## src/design/trs_pkg.sv

```systemverilog
// Shared constants and types for the tape rewind and unload sequencer
package trs_pkg;
	// Register port geometry and byte offsets
	localparam int          ADDR_W    = 4;
	localparam int          DATA_W    = 32;
	localparam logic [3:0]  CTRL_OFS  = 4'h0;
	localparam logic [3:0]  STAT_OFS  = 4'h4;
	// Control register fields and reset value
	localparam int          CTRL_GO   = 0;
	localparam int          CTRL_RDY  = 1;
	localparam int          CTRL_FAST = 2;
	localparam logic [31:0] CTRL_RST  = 32'h0000_0004;
	// Status register field positions
	localparam int          STAT_ST   = 8;
	// Synchronised pins, one bit each
	typedef struct packed {
		logic reset_pb;
		logic unload_pb;
		logic rewind_pb;
		logic left_speed_ok;
		logic right_speed_ok;
		logic upper_left_column_sensor;
		logic lower_right_column_sensor;
		logic lowest_left_column_sensor;
		logic lowest_right_column_sensor;
		logic radius_marker;
		logic reel_seat_switch;
		logic load_point_marker;
		logic medium_sense;
		logic cartridge_fitted;
	} trs_pins_s;
	// Motor, solenoid and lamp drives
	typedef struct packed {
		logic capstan_low_speed;
		logic reel_high_power;
		logic field_reduce;
		logic capstan_coast;
		logic rewind_drive;
		logic right_reel_ccw;
		logic left_reel_cw;
		logic left_reel_ccw;
		logic transfer_valve;
		logic cartridge_close;
		logic pneumatic_off;
		logic ready_lamp;
	} trs_drive_s;
	// Sequencer states
	typedef enum logic [2:0] {
		TRS_IDLE, TRS_RW_QUAL, TRS_RW_FAST, TRS_RW_SLOW,
		TRS_UL_PULL, TRS_UL_XFER, TRS_UL_WIND, TRS_UL_DONE
	} trs_state_e;
endpackage : trs_pkg

```

## src/design/trs_seq.sv

```systemverilog
// Rewind and unload sequencer of a reel-to-reel tape drive
//
// Decided for this implementation: the address-and-strobe port and the register offsets.
`timescale 1ns/1ns
module trs_seq (
	// Clock and reset
	input  wire logic                        ref_clk,
	input  wire logic                        rst_b,
	// Register port
	input  wire logic [trs_pkg::ADDR_W-1:0]  reg_addr,
	input  wire logic [trs_pkg::DATA_W-1:0]  reg_wdata,
	input  wire logic                        reg_wr,
	input  wire logic                        reg_rd,
	output logic      [trs_pkg::DATA_W-1:0]  reg_rdata,
	// Pushbuttons and sensors
	input  wire trs_pkg::trs_pins_s          pins,
	// Drives
	output trs_pkg::trs_drive_s              drive
);
	localparam int NP = $bits(trs_pkg::trs_pins_s);

	logic [NP-1:0]          s1_reg, s2_reg, s3_reg;
	trs_pkg::trs_pins_s     pin_reg, pin_next, prv_reg, rise;
	trs_pkg::trs_state_e    st_reg, st_next;
	trs_pkg::trs_drive_s    drv_next;
	logic [31:0]            ctrl_reg, ctrl_next;
	logic                   manual_reg, rwul_reg, unload_in_progress;
	logic                   ready_reg, fast_rewind_latch;
	logic                   cols_reg, med_reg, done_reg;
	logic                   go_pulse, speed_ok, qual_fast, stop_pulse;
	logic                   ul_start, rewinding, wr_ctrl, fast_en;

	// Three-stage synchroniser; a bit changes once stages 2 and 3 agree
	assign pin_next = (s2_reg & s3_reg) | (pin_reg & (s2_reg ^ s3_reg));
	always_ff @(posedge ref_clk or negedge rst_b)
	begin
		if (!rst_b)
		begin
			s1_reg  <= '0;
			s2_reg  <= '0;
			s3_reg  <= '0;
			pin_reg <= '0;
			prv_reg <= '0;
		end
		else
		begin
			s1_reg  <= pins;
			s2_reg  <= s1_reg;
			s3_reg  <= s2_reg;
			pin_reg <= pin_next;
			prv_reg <= pin_reg;
		end
	end

	// Edge events from registered pins
	assign rise       = pin_reg & ~prv_reg;
	assign wr_ctrl    = reg_wr && reg_addr == trs_pkg::CTRL_OFS;
	assign go_pulse   = rise.rewind_pb | (wr_ctrl & reg_wdata[trs_pkg::CTRL_GO]);
	assign fast_en    = ctrl_reg[trs_pkg::CTRL_FAST];
	assign speed_ok   = pin_reg.left_speed_ok & pin_reg.right_speed_ok;
	assign qual_fast  = st_reg == trs_pkg::TRS_RW_QUAL && speed_ok && fast_en;
	assign stop_pulse = rise.radius_marker & fast_rewind_latch;
	assign ul_start   = rise.unload_pb && st_reg == trs_pkg::TRS_IDLE;
	assign rewinding  = st_reg == trs_pkg::TRS_RW_QUAL ||
		st_reg == trs_pkg::TRS_RW_FAST || st_reg == trs_pkg::TRS_RW_SLOW;

	// Control register: go and ready-set are write pulses, not stored
	assign ctrl_next = wr_ctrl ? (reg_wdata & trs_pkg::CTRL_RST) : ctrl_reg;

	// Sequencer next state
	always_comb
	begin
		st_next = st_reg;
		case (st_reg)
			trs_pkg::TRS_IDLE:
				if (ul_start)
					st_next = pin_reg.load_point_marker ?
						trs_pkg::TRS_UL_PULL : trs_pkg::TRS_RW_QUAL;
				else if (go_pulse)
					st_next = trs_pkg::TRS_RW_QUAL;
			trs_pkg::TRS_RW_QUAL:
				if (pin_reg.load_point_marker)
					st_next = unload_in_progress ?
						trs_pkg::TRS_UL_PULL : trs_pkg::TRS_IDLE;
				else if (qual_fast)
					st_next = trs_pkg::TRS_RW_FAST;
			trs_pkg::TRS_RW_FAST:
				if (stop_pulse)
					st_next = trs_pkg::TRS_RW_SLOW;
			trs_pkg::TRS_RW_SLOW:
				if (pin_reg.load_point_marker)
					st_next = unload_in_progress ?
						trs_pkg::TRS_UL_PULL : trs_pkg::TRS_IDLE;
			trs_pkg::TRS_UL_PULL:
				if (pin_reg.upper_left_column_sensor)
					st_next = trs_pkg::TRS_UL_XFER;
			trs_pkg::TRS_UL_XFER:
				if (pin_reg.reel_seat_switch)
					st_next = trs_pkg::TRS_UL_WIND;
			trs_pkg::TRS_UL_WIND:
				if (done_reg)
					st_next = trs_pkg::TRS_UL_DONE;
			trs_pkg::TRS_UL_DONE:
				if (rise.reset_pb)
					st_next = trs_pkg::TRS_IDLE;
			default:
				st_next = trs_pkg::TRS_IDLE;
		endcase
	end

	// State, control and sequence flags
	always_ff @(posedge ref_clk or negedge rst_b)
	begin
		if (!rst_b)
		begin
			st_reg             <= trs_pkg::TRS_IDLE;
			ctrl_reg           <= trs_pkg::CTRL_RST;
			manual_reg         <= 1'b0;
			rwul_reg           <= 1'b0;
			unload_in_progress <= 1'b0;
			fast_rewind_latch  <= 1'b0;
		end
		else
		begin
			st_reg   <= st_next;
			ctrl_reg <= ctrl_next;
			if (ul_start)
			begin
				manual_reg         <= 1'b1;
				rwul_reg           <= 1'b1;
				unload_in_progress <= 1'b1;
			end
			else if (st_next == trs_pkg::TRS_IDLE)
			begin
				manual_reg         <= 1'b0;
				rwul_reg           <= 1'b0;
				unload_in_progress <= 1'b0;
			end
			if (stop_pulse)
				fast_rewind_latch <= 1'b0;
			else if (qual_fast)
				fast_rewind_latch <= 1'b1;
		end
	end

	// Ready latch, column, medium and completion flags
	always_ff @(posedge ref_clk or negedge rst_b)
	begin
		if (!rst_b)
		begin
			ready_reg <= 1'b0;
			cols_reg  <= 1'b0;
			med_reg   <= 1'b0;
			done_reg  <= 1'b0;
		end
		else
		begin
			if (rise.reset_pb)
				ready_reg <= 1'b0;
			else if (wr_ctrl && reg_wdata[trs_pkg::CTRL_RDY])
				ready_reg <= 1'b1;
			cols_reg <= ~pin_reg.lowest_left_column_sensor &
				~pin_reg.lowest_right_column_sensor;
			med_reg  <= pin_reg.medium_sense;
			done_reg <= cols_reg & ~med_reg & unload_in_progress;
		end
	end

	// Drive decode from state, flags and synchronised pins
	always_comb
	begin
		drv_next = '0;
		drv_next.capstan_low_speed = st_reg == trs_pkg::TRS_RW_QUAL;
		drv_next.reel_high_power   = rewinding;
		drv_next.rewind_drive      = rewinding;
		drv_next.field_reduce      = fast_rewind_latch;
		drv_next.capstan_coast     = fast_rewind_latch &
			(pin_reg.upper_left_column_sensor |
			 pin_reg.lower_right_column_sensor);
		drv_next.right_reel_ccw    = (st_reg == trs_pkg::TRS_UL_PULL &&
			unload_in_progress && manual_reg) ||
			st_reg == trs_pkg::TRS_UL_WIND;
		drv_next.left_reel_cw      = st_reg == trs_pkg::TRS_UL_XFER;
		drv_next.left_reel_ccw     = st_reg == trs_pkg::TRS_UL_WIND;
		drv_next.transfer_valve    = st_reg == trs_pkg::TRS_UL_XFER ||
			st_reg == trs_pkg::TRS_UL_WIND;
		drv_next.cartridge_close   = done_reg &
			pin_reg.cartridge_fitted;
		drv_next.pneumatic_off     = done_reg;
		drv_next.ready_lamp        = ready_reg;
	end

	// Registered drives and read data
	always_ff @(posedge ref_clk or negedge rst_b)
	begin
		if (!rst_b)
		begin
			drive     <= '0;
			reg_rdata <= '0;
		end
		else
		begin
			drive <= drv_next;
			if (!reg_rd)
				reg_rdata <= '0;
			else if (reg_addr == trs_pkg::CTRL_OFS)
				reg_rdata <= ctrl_reg;
			else if (reg_addr == trs_pkg::STAT_OFS)
				reg_rdata <= {21'h0, st_reg, done_reg, med_reg, cols_reg,
					ready_reg, fast_rewind_latch, unload_in_progress,
					rwul_reg, manual_reg};
			else
				reg_rdata <= '0;
		end
	end

	// Checks on the rewind path, the flags, the transfer step and cartridge close
	fast_qual_a: assert property (@(posedge ref_clk)
		disable iff (!rst_b)
		$rose(fast_rewind_latch) |-> $past(speed_ok))
		else $error("fast rewind without speed qualification");
	cap_low_a: assert property (@(posedge ref_clk)
		disable iff (!rst_b)
		st_reg == trs_pkg::TRS_RW_QUAL
		|=> drive.capstan_low_speed && drive.reel_high_power)
		else $error("rewind start drives wrong");
	field_a: assert property (@(posedge ref_clk)
		disable iff (!rst_b)
		fast_rewind_latch |=> drive.field_reduce)
		else $error("field not reduced in fast rewind");
	coast_a: assert property (@(posedge ref_clk)
		disable iff (!rst_b)
		drive.capstan_coast |-> $past(fast_rewind_latch))
		else $error("coast outside fast rewind");
	stop_clear_a: assert property (@(posedge ref_clk)
		disable iff (!rst_b)
		stop_pulse |=> !fast_rewind_latch ##1 !drive.field_reduce)
		else $error("stop pulse did not clear latch");
	flags_a: assert property (@(posedge ref_clk)
		disable iff (!rst_b)
		ul_start |=> manual_reg && rwul_reg && unload_in_progress)
		else $error("unload flags not set together");
	valve_a: assert property (@(posedge ref_clk)
		disable iff (!rst_b)
		drive.left_reel_cw |-> drive.transfer_valve && !drive.right_reel_ccw)
		else $error("transfer step drives wrong");
	done_a: assert property (@(posedge ref_clk)
		disable iff (!rst_b)
		done_reg |-> $past(cols_reg) && !$past(med_reg))
		else $error("unload done without cause");
	close_a: assert property (@(posedge ref_clk)
		disable iff (!rst_b)
		drive.cartridge_close
		|-> drive.pneumatic_off && $past(pin_reg.cartridge_fitted))
		else $error("cartridge closed without completion or cartridge");
	ready_a: assert property (@(posedge ref_clk)
		disable iff (!rst_b)
		rise.reset_pb |=> !ready_reg ##1 !drive.ready_lamp)
		else $error("reset button left ready set");

	// Checks on the unload steps; a step's drives follow one cycle late
	pull_reel_a: assert property (@(posedge ref_clk)
		disable iff (!rst_b)
		st_reg == trs_pkg::TRS_UL_PULL && unload_in_progress && manual_reg
		|=> drive.right_reel_ccw && !drive.transfer_valve)
		else $error("right reel not pulling tape out");
	valve_on_a: assert property (@(posedge ref_clk)
		disable iff (!rst_b)
		st_reg == trs_pkg::TRS_UL_PULL && pin_reg.upper_left_column_sensor
		|=> st_reg == trs_pkg::TRS_UL_XFER ##1 drive.transfer_valve)
		else $error("transfer valve not energised");
	cols_a: assert property (@(posedge ref_clk)
		disable iff (!rst_b)
		$changed(cols_reg) |-> cols_reg ==
		(!$past(pin_reg.lowest_left_column_sensor) &&
		 !$past(pin_reg.lowest_right_column_sensor)))
		else $error("columns emptied flag wrong");
	wind_a: assert property (@(posedge ref_clk)
		disable iff (!rst_b)
		st_reg == trs_pkg::TRS_UL_WIND
		|=> drive.left_reel_ccw && drive.right_reel_ccw)
		else $error("wind step drives wrong");
	pneu_a: assert property (@(posedge ref_clk)
		disable iff (!rst_b)
		done_reg |=> drive.pneumatic_off)
		else $error("pneumatics left on after unload");

	// Main scenarios reached
	fast_cov: cover property (@(posedge ref_clk) disable iff (!rst_b)
		qual_fast ##[1:1000] stop_pulse);
	unload_cov: cover property (@(posedge ref_clk) disable iff (!rst_b)
		st_reg == trs_pkg::TRS_UL_WIND ##1 st_reg == trs_pkg::TRS_UL_DONE);
	rwul_cov: cover property (@(posedge ref_clk) disable iff (!rst_b)
		ul_start && !pin_reg.load_point_marker);
	bare_cov: cover property (@(posedge ref_clk) disable iff (!rst_b)
		drive.pneumatic_off && !drive.cartridge_close);
endmodule : trs_seq

```

## config.mk

```make
export PLATFORM = sky130hd
export DESIGN_NAME = trs_seq
export DESIGN_NICKNAME = d
export VERILOG_FILES = /design/src/design/trs_pkg.sv /design/src/design/trs_seq.sv
export SDC_FILE = /design/constraint.sdc
export NUM_CORES = 1
export LEC_CHECK = 0
export BUFFER_PORTS_ARGS = -buffer_cell sky130_fd_sc_hd__buf_4
export CORE_UTILIZATION = 45
export CTS_CLUSTER_DIAMETER = 80
export DETAILED_ROUTE_END_ITERATION = 6
export PLACE_DENSITY = 0.71
export REMOVE_ABC_BUFFERS = 1
export SLEW_MARGIN = 20
export SYNTH_ARGS = -nofsm -noshare
export SYNTH_HDL_FRONTEND = slang
export SYNTH_SLANG_ARGS = --single-unit
```

## constraint.sdc

```tcl
create_clock -name ref_clk -period 1.6 [get_ports ref_clk]
set_input_delay 0 -clock ref_clk [delete_from_list [all_inputs] [get_ports ref_clk]]
set_output_delay 0 -clock ref_clk [all_outputs]
set_load 0.01 [all_outputs]
```

==> out/qor.txt, run 1 <==
================================================================================
Routed vias/inst                                                           4.455
Number of global-route vias before repair                                   1733
Top Ports                                                                     98
YS warnings                                                                    0
Largest voltage drop on the vdd net                                  0.0005867 V
Flop pwr share                                                             0.519
Peak Freq                                                              652.5 MHz
DR iter-0 viols                                                               63
Diodes inserted                                                                0
Clk Latency, worst-skew pair                                              350 ps
Clock Tree Root                                                     sky130_fd_sc_hd__clkbuf_8
Uppermost routed layer                                                      met4
Post-route fraction of the period consumed by the critical path           0.9579
Number of max-slew violations in the final report                              0
Total negative slack for setup checks                                       0 ps
Clk buf depth                                                                  2
Proportion of total power due to net switching                            0.2597
Total length of routed wires                                             4573 um
Power per Cell Area                                                 1272 nW/um^2
Largest cells by area after synthesis                               sky130_fd_sc_hd__dfrtp_1 71%, sky130_fd_sc_hd__buf_4 5.7%, sky130_fd_sc_hd__ha_1 5.5%, sky130_fd_sc_hd__a21o_1 3.3%, sky130_fd_sc_hd__and2_1 2.0%
DRC violation count after routing                                              0
Summed instance area of the synthesized netlist                       3184 sq um
Total instance count after detailed placement                                363
Detailed route wirelength on metal3                                       251 um
Final setup violation count                                                    0
Number of hold violations in the final report                                  0
Via count                                                                   1791
Fraction of layout cells with a size suffix above 1                       0.2712
Clock network fraction of total power                                      0.267
Placeable Area                                                        6832 sq um
Standard cell with the maximum stage delay on the critical path     sky130_fd_sc_hd__dfrtp_1
Share of the core filled with cells in the final layout                   0.5940
Dominant cell type by area after synthesis                          sky130_fd_sc_hd__dfrtp_1
Most common library cell in the layout ignoring fill and taps       sky130_fd_sc_hd__dfrtp_1
Startpoint types                                                       flip-flop
Outcome                                                                completed
# fillers                                                                    552
Number of H-tree branching levels                                              3
Global Route Usage Sum                                                    0.1367
Design Area, Final                                                    4058 sq um
Arr. time, crit path                                                     1770 ps
Fin crit period                                                          1533 ps
Die Outline Area                                                      7417 sq um
Share of async-settable or async-resettable flops after synthesis          1.000
Wirelength per Cell                                                     11.38 um
Clk slew on worst S/H paths                                                80 ps
Number of cell rows                                                           30
Cell Chain, Critical Path                                           buf_6 -> and3b_1 -> a21oi_2 -> o211ai_1 -> o21a_1 -> a221o_1
Net total in the final layout                                                370
Met2 routed WL                                                           2149 um
Post-Synthesis Mean Instance Area                                    14.74 sq um
Synth Instances                                                              216
RePlAce Congestion                                                        0.7749
Port buffer count                                                             47
CP Max Fanout                                                                  5
Int Power                                                               3.822 mW
Placed inst area                                                      3633 sq um
Seq/Total Area, Yosys                                                     0.7155
Number of unique standard cell types used by synthesis                        36
Area delta synth->final                                                   27.43%
Combinational Power Share                                                  0.213
Number of enable-type register cells in the synthesized netlist                0
Number of clock sinks seen by CTS                                             91
Area taken by multi-input logic gates                                772.0 sq um
TritonCTS clock tree                                                        done
Area share of the largest cell type after synthesis                       0.7073
Yosys reg bits                                                                91
Remaining global-route overflow                                                0
Non-filler instance count after layout                                       402
Antenna Nets Post-Route                                                        0
FF/Latch Area                                                         2278 sq um
Max incr delay on CP                                                      420 ps
Detailed-routing wirelength on met1                                      1997 um
Classification of the worst-slack hold path                               in2reg
Number of buffers created by CTS                                               9
Antenna violations before repair                                               0
Commonest cells after routing, fill and taps aside                  90 x sky130_fd_sc_hd__dfrtp_1, 59 x sky130_fd_sc_hd__buf_4, 21 x sky130_fd_sc_hd__conb_1, 20 x sky130_fd_sc_hd__dlygate4sd3_1
Dominant synthesized flop cell                                      sky130_fd_sc_hd__dfrtp_1
Global-route wire length before repair                                   7507 um
Leakage component of the power                                          2.090 nW
Vert. Die Dim                                                           86.12 um
Clock skew                                                              5.776 ps
Max-cap check violation count                                                  0
Switching power summed over all nets                                    1.341 mW
Effective utilization at floorplan                                        0.4661
Req. time, crit path                                                     1830 ps
Iteration count of the initial detailed-routing pass                           4
Overall die width                                                       86.12 um
Maximum number of pins on one net before global-route repair                  43
Type of element capturing the critical path                            flip-flop
Critical Setup Path Class                                                reg2reg
Placed wire-length estimate                                              3080 um
================================================================================
## metal layers
metal  global-route usage  up-vias
li1                     -      858
met5                    0        -
met1               0.1636      856
met3              0.04139       14
met2               0.2071       63
met4               0.1061        0
## power groups by stage
stage / sequential [mW] / clock (mW) / combinational [mW]
after floorplan: 2.80 / 0 / 0.399
after global placement: 2.72 / 0 / 0.942
after detailed placement: 2.73 / 0 / 0.953
final: 2.68 / 1.38 / 1.10
after global routing: 2.71 / 1.53 / 1.21
after CTS: 2.68 / 1.43 / 0.992
## cells in the mapped netlist (all sizes together) (2+ instances only)
master,n
nor2,6
nand2,3
o21a,2
a211o,2
a21o,14
nand3,3
buf,26
nor3,5
and2,10
o21ai,5
and3b,5
a21oi,4
inv,4
ha,14
dfrtp,90
and3,2
nand4,3
nand2b,3
## layout make-up
cell class	count	share of cell area
Timing Repair Buffer	82	0.1690
Sequential cell	91	0.5615
Multi-Input combinational cell	113	0.1903
Clock inverter	2	0.002467
Tap cell	96	0.02960
Clock buffer	13	0.04163
Inverter	5	0.005550
## repair_timing
action	4_1_cts	5_1_grt
hold endpoints to repair	107	0
setup buffers	0	4
gates resized for setup	0	5
hold buffers	20	0
endpoints found under the setup margin	0	1
## cells by family after synthesis
logic type               after synthesis  share of synthesized area
other                                  1                   0.001178
AO/OA/AOI/OAI                         32                    0.07073
multiplexers                           2                   0.006680
flip-flops                            91                     0.7155
AND/OR/NAND/NOR                       44                    0.08409
buffers and inverters                 32                    0.06679
adder cells (fa/ha/maj)               14                    0.05501
## metrics by stage
step	setup WS, ps	power, mW	hold WS [ps]
global route	-7.671	5.448	57.66
finish	67.34	5.163	63.34
detailed placement	22.43	3.680	-71.98
floorplan	5.067	3.197	-295.6
CTS	18.48	5.107	44.57
global placement	34.62	3.659	-74.93
## critical path, delay by kind of cell, from the launching register on
kind	cells	cell delay, ps
and+or+nand+nor	1	180
DFF	1	420
AOI/OAI and AO/OA	4	680
buffers and inverters	1	140
## worst paths after layout
kind                                            to         start  slack [ps]  cells after the start
max in group asynchronous                s3_reg[5]         rst_b         880                      3
worst max-delay path            unload_in_progress     st_reg[0]          70                      6
worst max register to register  unload_in_progress     st_reg[0]          70                      6
worst min-delay path                     st_reg[0]  reg_wdata[0]          60                      3
min in group asynchronous                s3_reg[8]         rst_b         100                      2
worst min register to register           s2_reg[4]     s1_reg[4]         350                      0
(Power assumes the default switching activity.)
==> run 2: changes to the inputs <==
Clock period 1.6 ns to 1.5 ns, I/O delays scaled along.
==> out/qor.txt, run 2 (synthesis results as in run 1) <==
==============================================================================
Port buffer count                                                           47   unchanged
Antenna violations before repair                                             0   unchanged
Clk Latency, worst-skew pair                                            350 ps   about the same
Final setup violation count                                                  1   was 0
Cell Chain, Critical Path                                         nor3_2 -> nand3_1 -> a211o_1 -> and3_4 -> a221o_1   was buf_6 -> and3b_1 -> a21oi_2 -> o211ai_1 -> o21a_1 -> a221o_1
Area delta synth->final                                                 30.61%   was 27.43%
Total Power                                                           6.045 mW   was 5.163 mW
Combined buffer and inverter count along the critical path                   0   was 1
Net total in the final layout                                              375   was 370
Max-cap check violation count                                                0   unchanged
Most common library cell in the layout ignoring fill and taps     sky130_fd_sc_hd__dfrtp_1   unchanged
Placed wire-length estimate                                            3088 um   was 3080 um
Die Outline Area                                                    7417 sq um   unchanged
Number of global-route vias before repair                                 1754   was 1733
Maximum number of pins on one net before global-route repair                56   was 43
# fillers                                                                  541   was 552
Clk slew on worst S/H paths                                              80 ps   about the same
Overall die width                                                     86.12 um   unchanged
Number of max-slew violations in the final report                            0   unchanged
Diodes inserted                                                              0   unchanged
Power per Cell Area                                               1453 nW/um^2   was 1272 nW/um^2
Critical Setup Path Class                                              reg2reg   unchanged
Classification of the worst-slack hold path                             in2reg   unchanged
Post-route fraction of the period consumed by the critical path          1.016   was 0.9579
Standard cell with the maximum stage delay on the critical path   sky130_fd_sc_hd__dfrtp_1   unchanged
Clock network fraction of total power                                    0.322   was 0.267
Max incr delay on CP                                                    420 ps   about the same
Placeable Area                                                      6832 sq um   unchanged
Req. time, crit path                                                   1740 ps   was 1830 ps
Global-route wire length before repair                                 7997 um   was 7507 um
Switching power summed over all nets                                  1.506 mW   was 1.341 mW
Fraction of layout cells with a size suffix above 1                     0.2821   was 0.2712
Clock Tree Root                                                   sky130_fd_sc_hd__clkbuf_8   unchanged
Int Power                                                             4.539 mW   was 3.822 mW
Kind of cell adding the most delay to the critical path           compound AO/OA/AOI/OAI gates   unchanged
Arr. time, crit path                                                   1760 ps   was 1770 ps
Place WS                                                             -39.08 ps   was 22.43 ps
Leakage component of the power                                        2.145 nW   was 2.090 nW
Number of H-tree branching levels                                            3   unchanged
Effective utilization at floorplan                                      0.4661   unchanged
Number of clock sinks seen by CTS                                           91   unchanged
Failing checks                                                    setup timing
Worst-case register-to-register setup slack                             -20 ps   was 70 ps
TritonCTS clock tree                                                      done   unchanged
Iteration count of the initial detailed-routing pass                         4   unchanged
DRC violation count after routing                                            0   unchanged
Area taken by multi-input logic gates                              773.2 sq um   was 772.0 sq um
Wirelength per Cell                                                   11.83 um   was 11.38 um
Clock skew                                                            6.277 ps   was 5.776 ps
Setup repair after global routing missed its margin                        yes
FF/Latch Area                                                       2278 sq um   unchanged
Number of hold violations in the final report                                0   unchanged
Remaining global-route overflow                                              0   unchanged
CP Max Fanout                                                                3   was 5
Routed vias/inst                                                         4.402   was 4.455
Flop pwr share                                                           0.474   was 0.519
Combinational Power Share                                                0.205   was 0.213
Final worst setup slack                                              -23.62 ps   was 67.34 ps
Type of element capturing the critical path                          flip-flop   unchanged
Via count                                                                 1796   was 1791
Top Ports                                                                   98   unchanged
Proportion of total power due to net switching                          0.2492   was 0.2597
Antenna Nets Post-Route                                                      0   unchanged
Commonest cells after routing, fill and taps aside                90 x sky130_fd_sc_hd__dfrtp_1, 63 x sky130_fd_sc_hd__buf_4, 21 x sky130_fd_sc_hd__conb_1, 21 x sky130_fd_sc_hd__dlygate4sd3_1   was 90 x sky130_fd_sc_hd__dfrtp_1, 59 x sky130_fd_sc_hd__buf_4, 21 x sky130_fd_sc_hd__conb_1, 20 x sky130_fd_sc_hd__dlygate4sd3_1
Total length of routed wires                                           4828 um   was 4573 um
Vert. Die Dim                                                         86.12 um   unchanged
Largest voltage drop on the vdd net                                0.0007268 V   was 0.0005867 V
Number of buffers created by CTS                                             9   unchanged
Number of cell rows                                                         30   unchanged
RePlAce Congestion                                                      0.8124   was 0.7749
Clk buf depth                                                                2   unchanged
Peak Freq                                                            656.3 MHz   was 652.5 MHz
Global Route Usage Sum                                                  0.1472   was 0.1367
Startpoint types                                                     flip-flop   unchanged
DR iter-0 viols                                                             95   was 63
Fin crit period                                                        1524 ps   was 1533 ps
Outcome                                                           finished with violations   was completed
==============================================================================
run 2: cell types whose count changed in the layout (fill, tap and decap cells not counted):
cell | previous run | this run
sky130_fd_sc_hd__o21ai_1 | 1 | 0
sky130_fd_sc_hd__nor3_1 | 4 | 3
sky130_fd_sc_hd__a21oi_1 | 3 | 4
sky130_fd_sc_hd__a21oi_2 | 1 | 0
sky130_fd_sc_hd__clkinv_2 | 2 | 3
sky130_fd_sc_hd__dlygate4sd3_1 | 20 | 21
sky130_fd_sc_hd__clkbuf_8 | 12 | 10
sky130_fd_sc_hd__buf_4 | 59 | 63
sky130_fd_sc_hd__o21ai_0 | 4 | 5
sky130_fd_sc_hd__bufinv_16 | 0 | 3
sky130_fd_sc_hd__nor3_2 | 1 | 2
sky130_fd_sc_hd__clkinvlp_4 | 1 | 0
run 2: path summary, 6_finish.rpt:
check                        startpoint  cells after the start                  to
min                        reg_wdata[0]                      3           st_reg[0]
max reg2reg                   st_reg[0]                      5  unload_in_progress
max in group asynchronous         rst_b                      3            drive[5]
min reg2reg                   s1_reg[4]                      0           s2_reg[4]
min in group asynchronous         rst_b                      3           s3_reg[7]
max                           st_reg[0]                      5  unload_in_progress
run 2: worst reg2reg max path, cell delays in order, from the launching register on:
cell                      delay [ps]
sky130_fd_sc_hd__dfrtp_1         420
sky130_fd_sc_hd__nor3_2          230
sky130_fd_sc_hd__nand3_1          90
sky130_fd_sc_hd__a211o_1         230
sky130_fd_sc_hd__and3_4          170
sky130_fd_sc_hd__a221o_1         280
run 2: metal layers:
metal / part of all wire / track usage
met4: 0.017 / 0.07273
met1: 0.47 / 0.1813
met5: 0 / 0
met2: 0.46 / 0.2309
met3: 0.045 / 0.05294
run 2: layout make-up:
class | count | share of cell area
Clock buffer | 11 | 0.03400
Clock inverter | 5 | 0.02407
Inverter | 5 | 0.004813
Multi-Input combinational cell | 113 | 0.1859
Sequential cell | 91 | 0.5478
Tap cell | 96 | 0.02888
Timing Repair Buffer | 87 | 0.1745
run 2: per-stage QoR:
stage / hold WS (ps) / TNS [ps] / cells / instance area (sq um) / util
after floorplan: -295.6 / -94.93 / 209 / 3065 / -
after detailed placement: -171.2 / -39.08 / 367 / 3664 / 0.5363
after global placement: -170.9 / -37.28 / 367 / 3664 / 0.5363
final: 59.83 / -23.62 / 408 / 4159 / 0.6088
after global routing: 47.22 / -88.96 / 408 / 4159 / 0.6088
after CTS: 32.32 / -48.84 / 408 / 4154 / 0.6081
run 2: timing repair:
item / CTS / global route
endpoints found under the setup margin: 1 / 2
resized for setup: 3 / 1
hold buffers: 21 / 0
endpoints found under the hold margin: 107 / 0
pin swaps: 6 / 3
buffers inserted: 4 / 0
run 2: power groups by stage:
stage / Sequential, mW / Combinational, mW / Clock, mW
2_1_floorplan: 2.98 / 0.426 / 0
3_3_place_gp: 2.90 / 1.07 / 0
3_5_place_dp: 2.91 / 1.08 / 0
4_1_cts: 2.86 / 1.22 / 1.99
5_1_grt: 2.89 / 1.36 / 2.10
6_report: 2.86 / 1.24 / 1.95
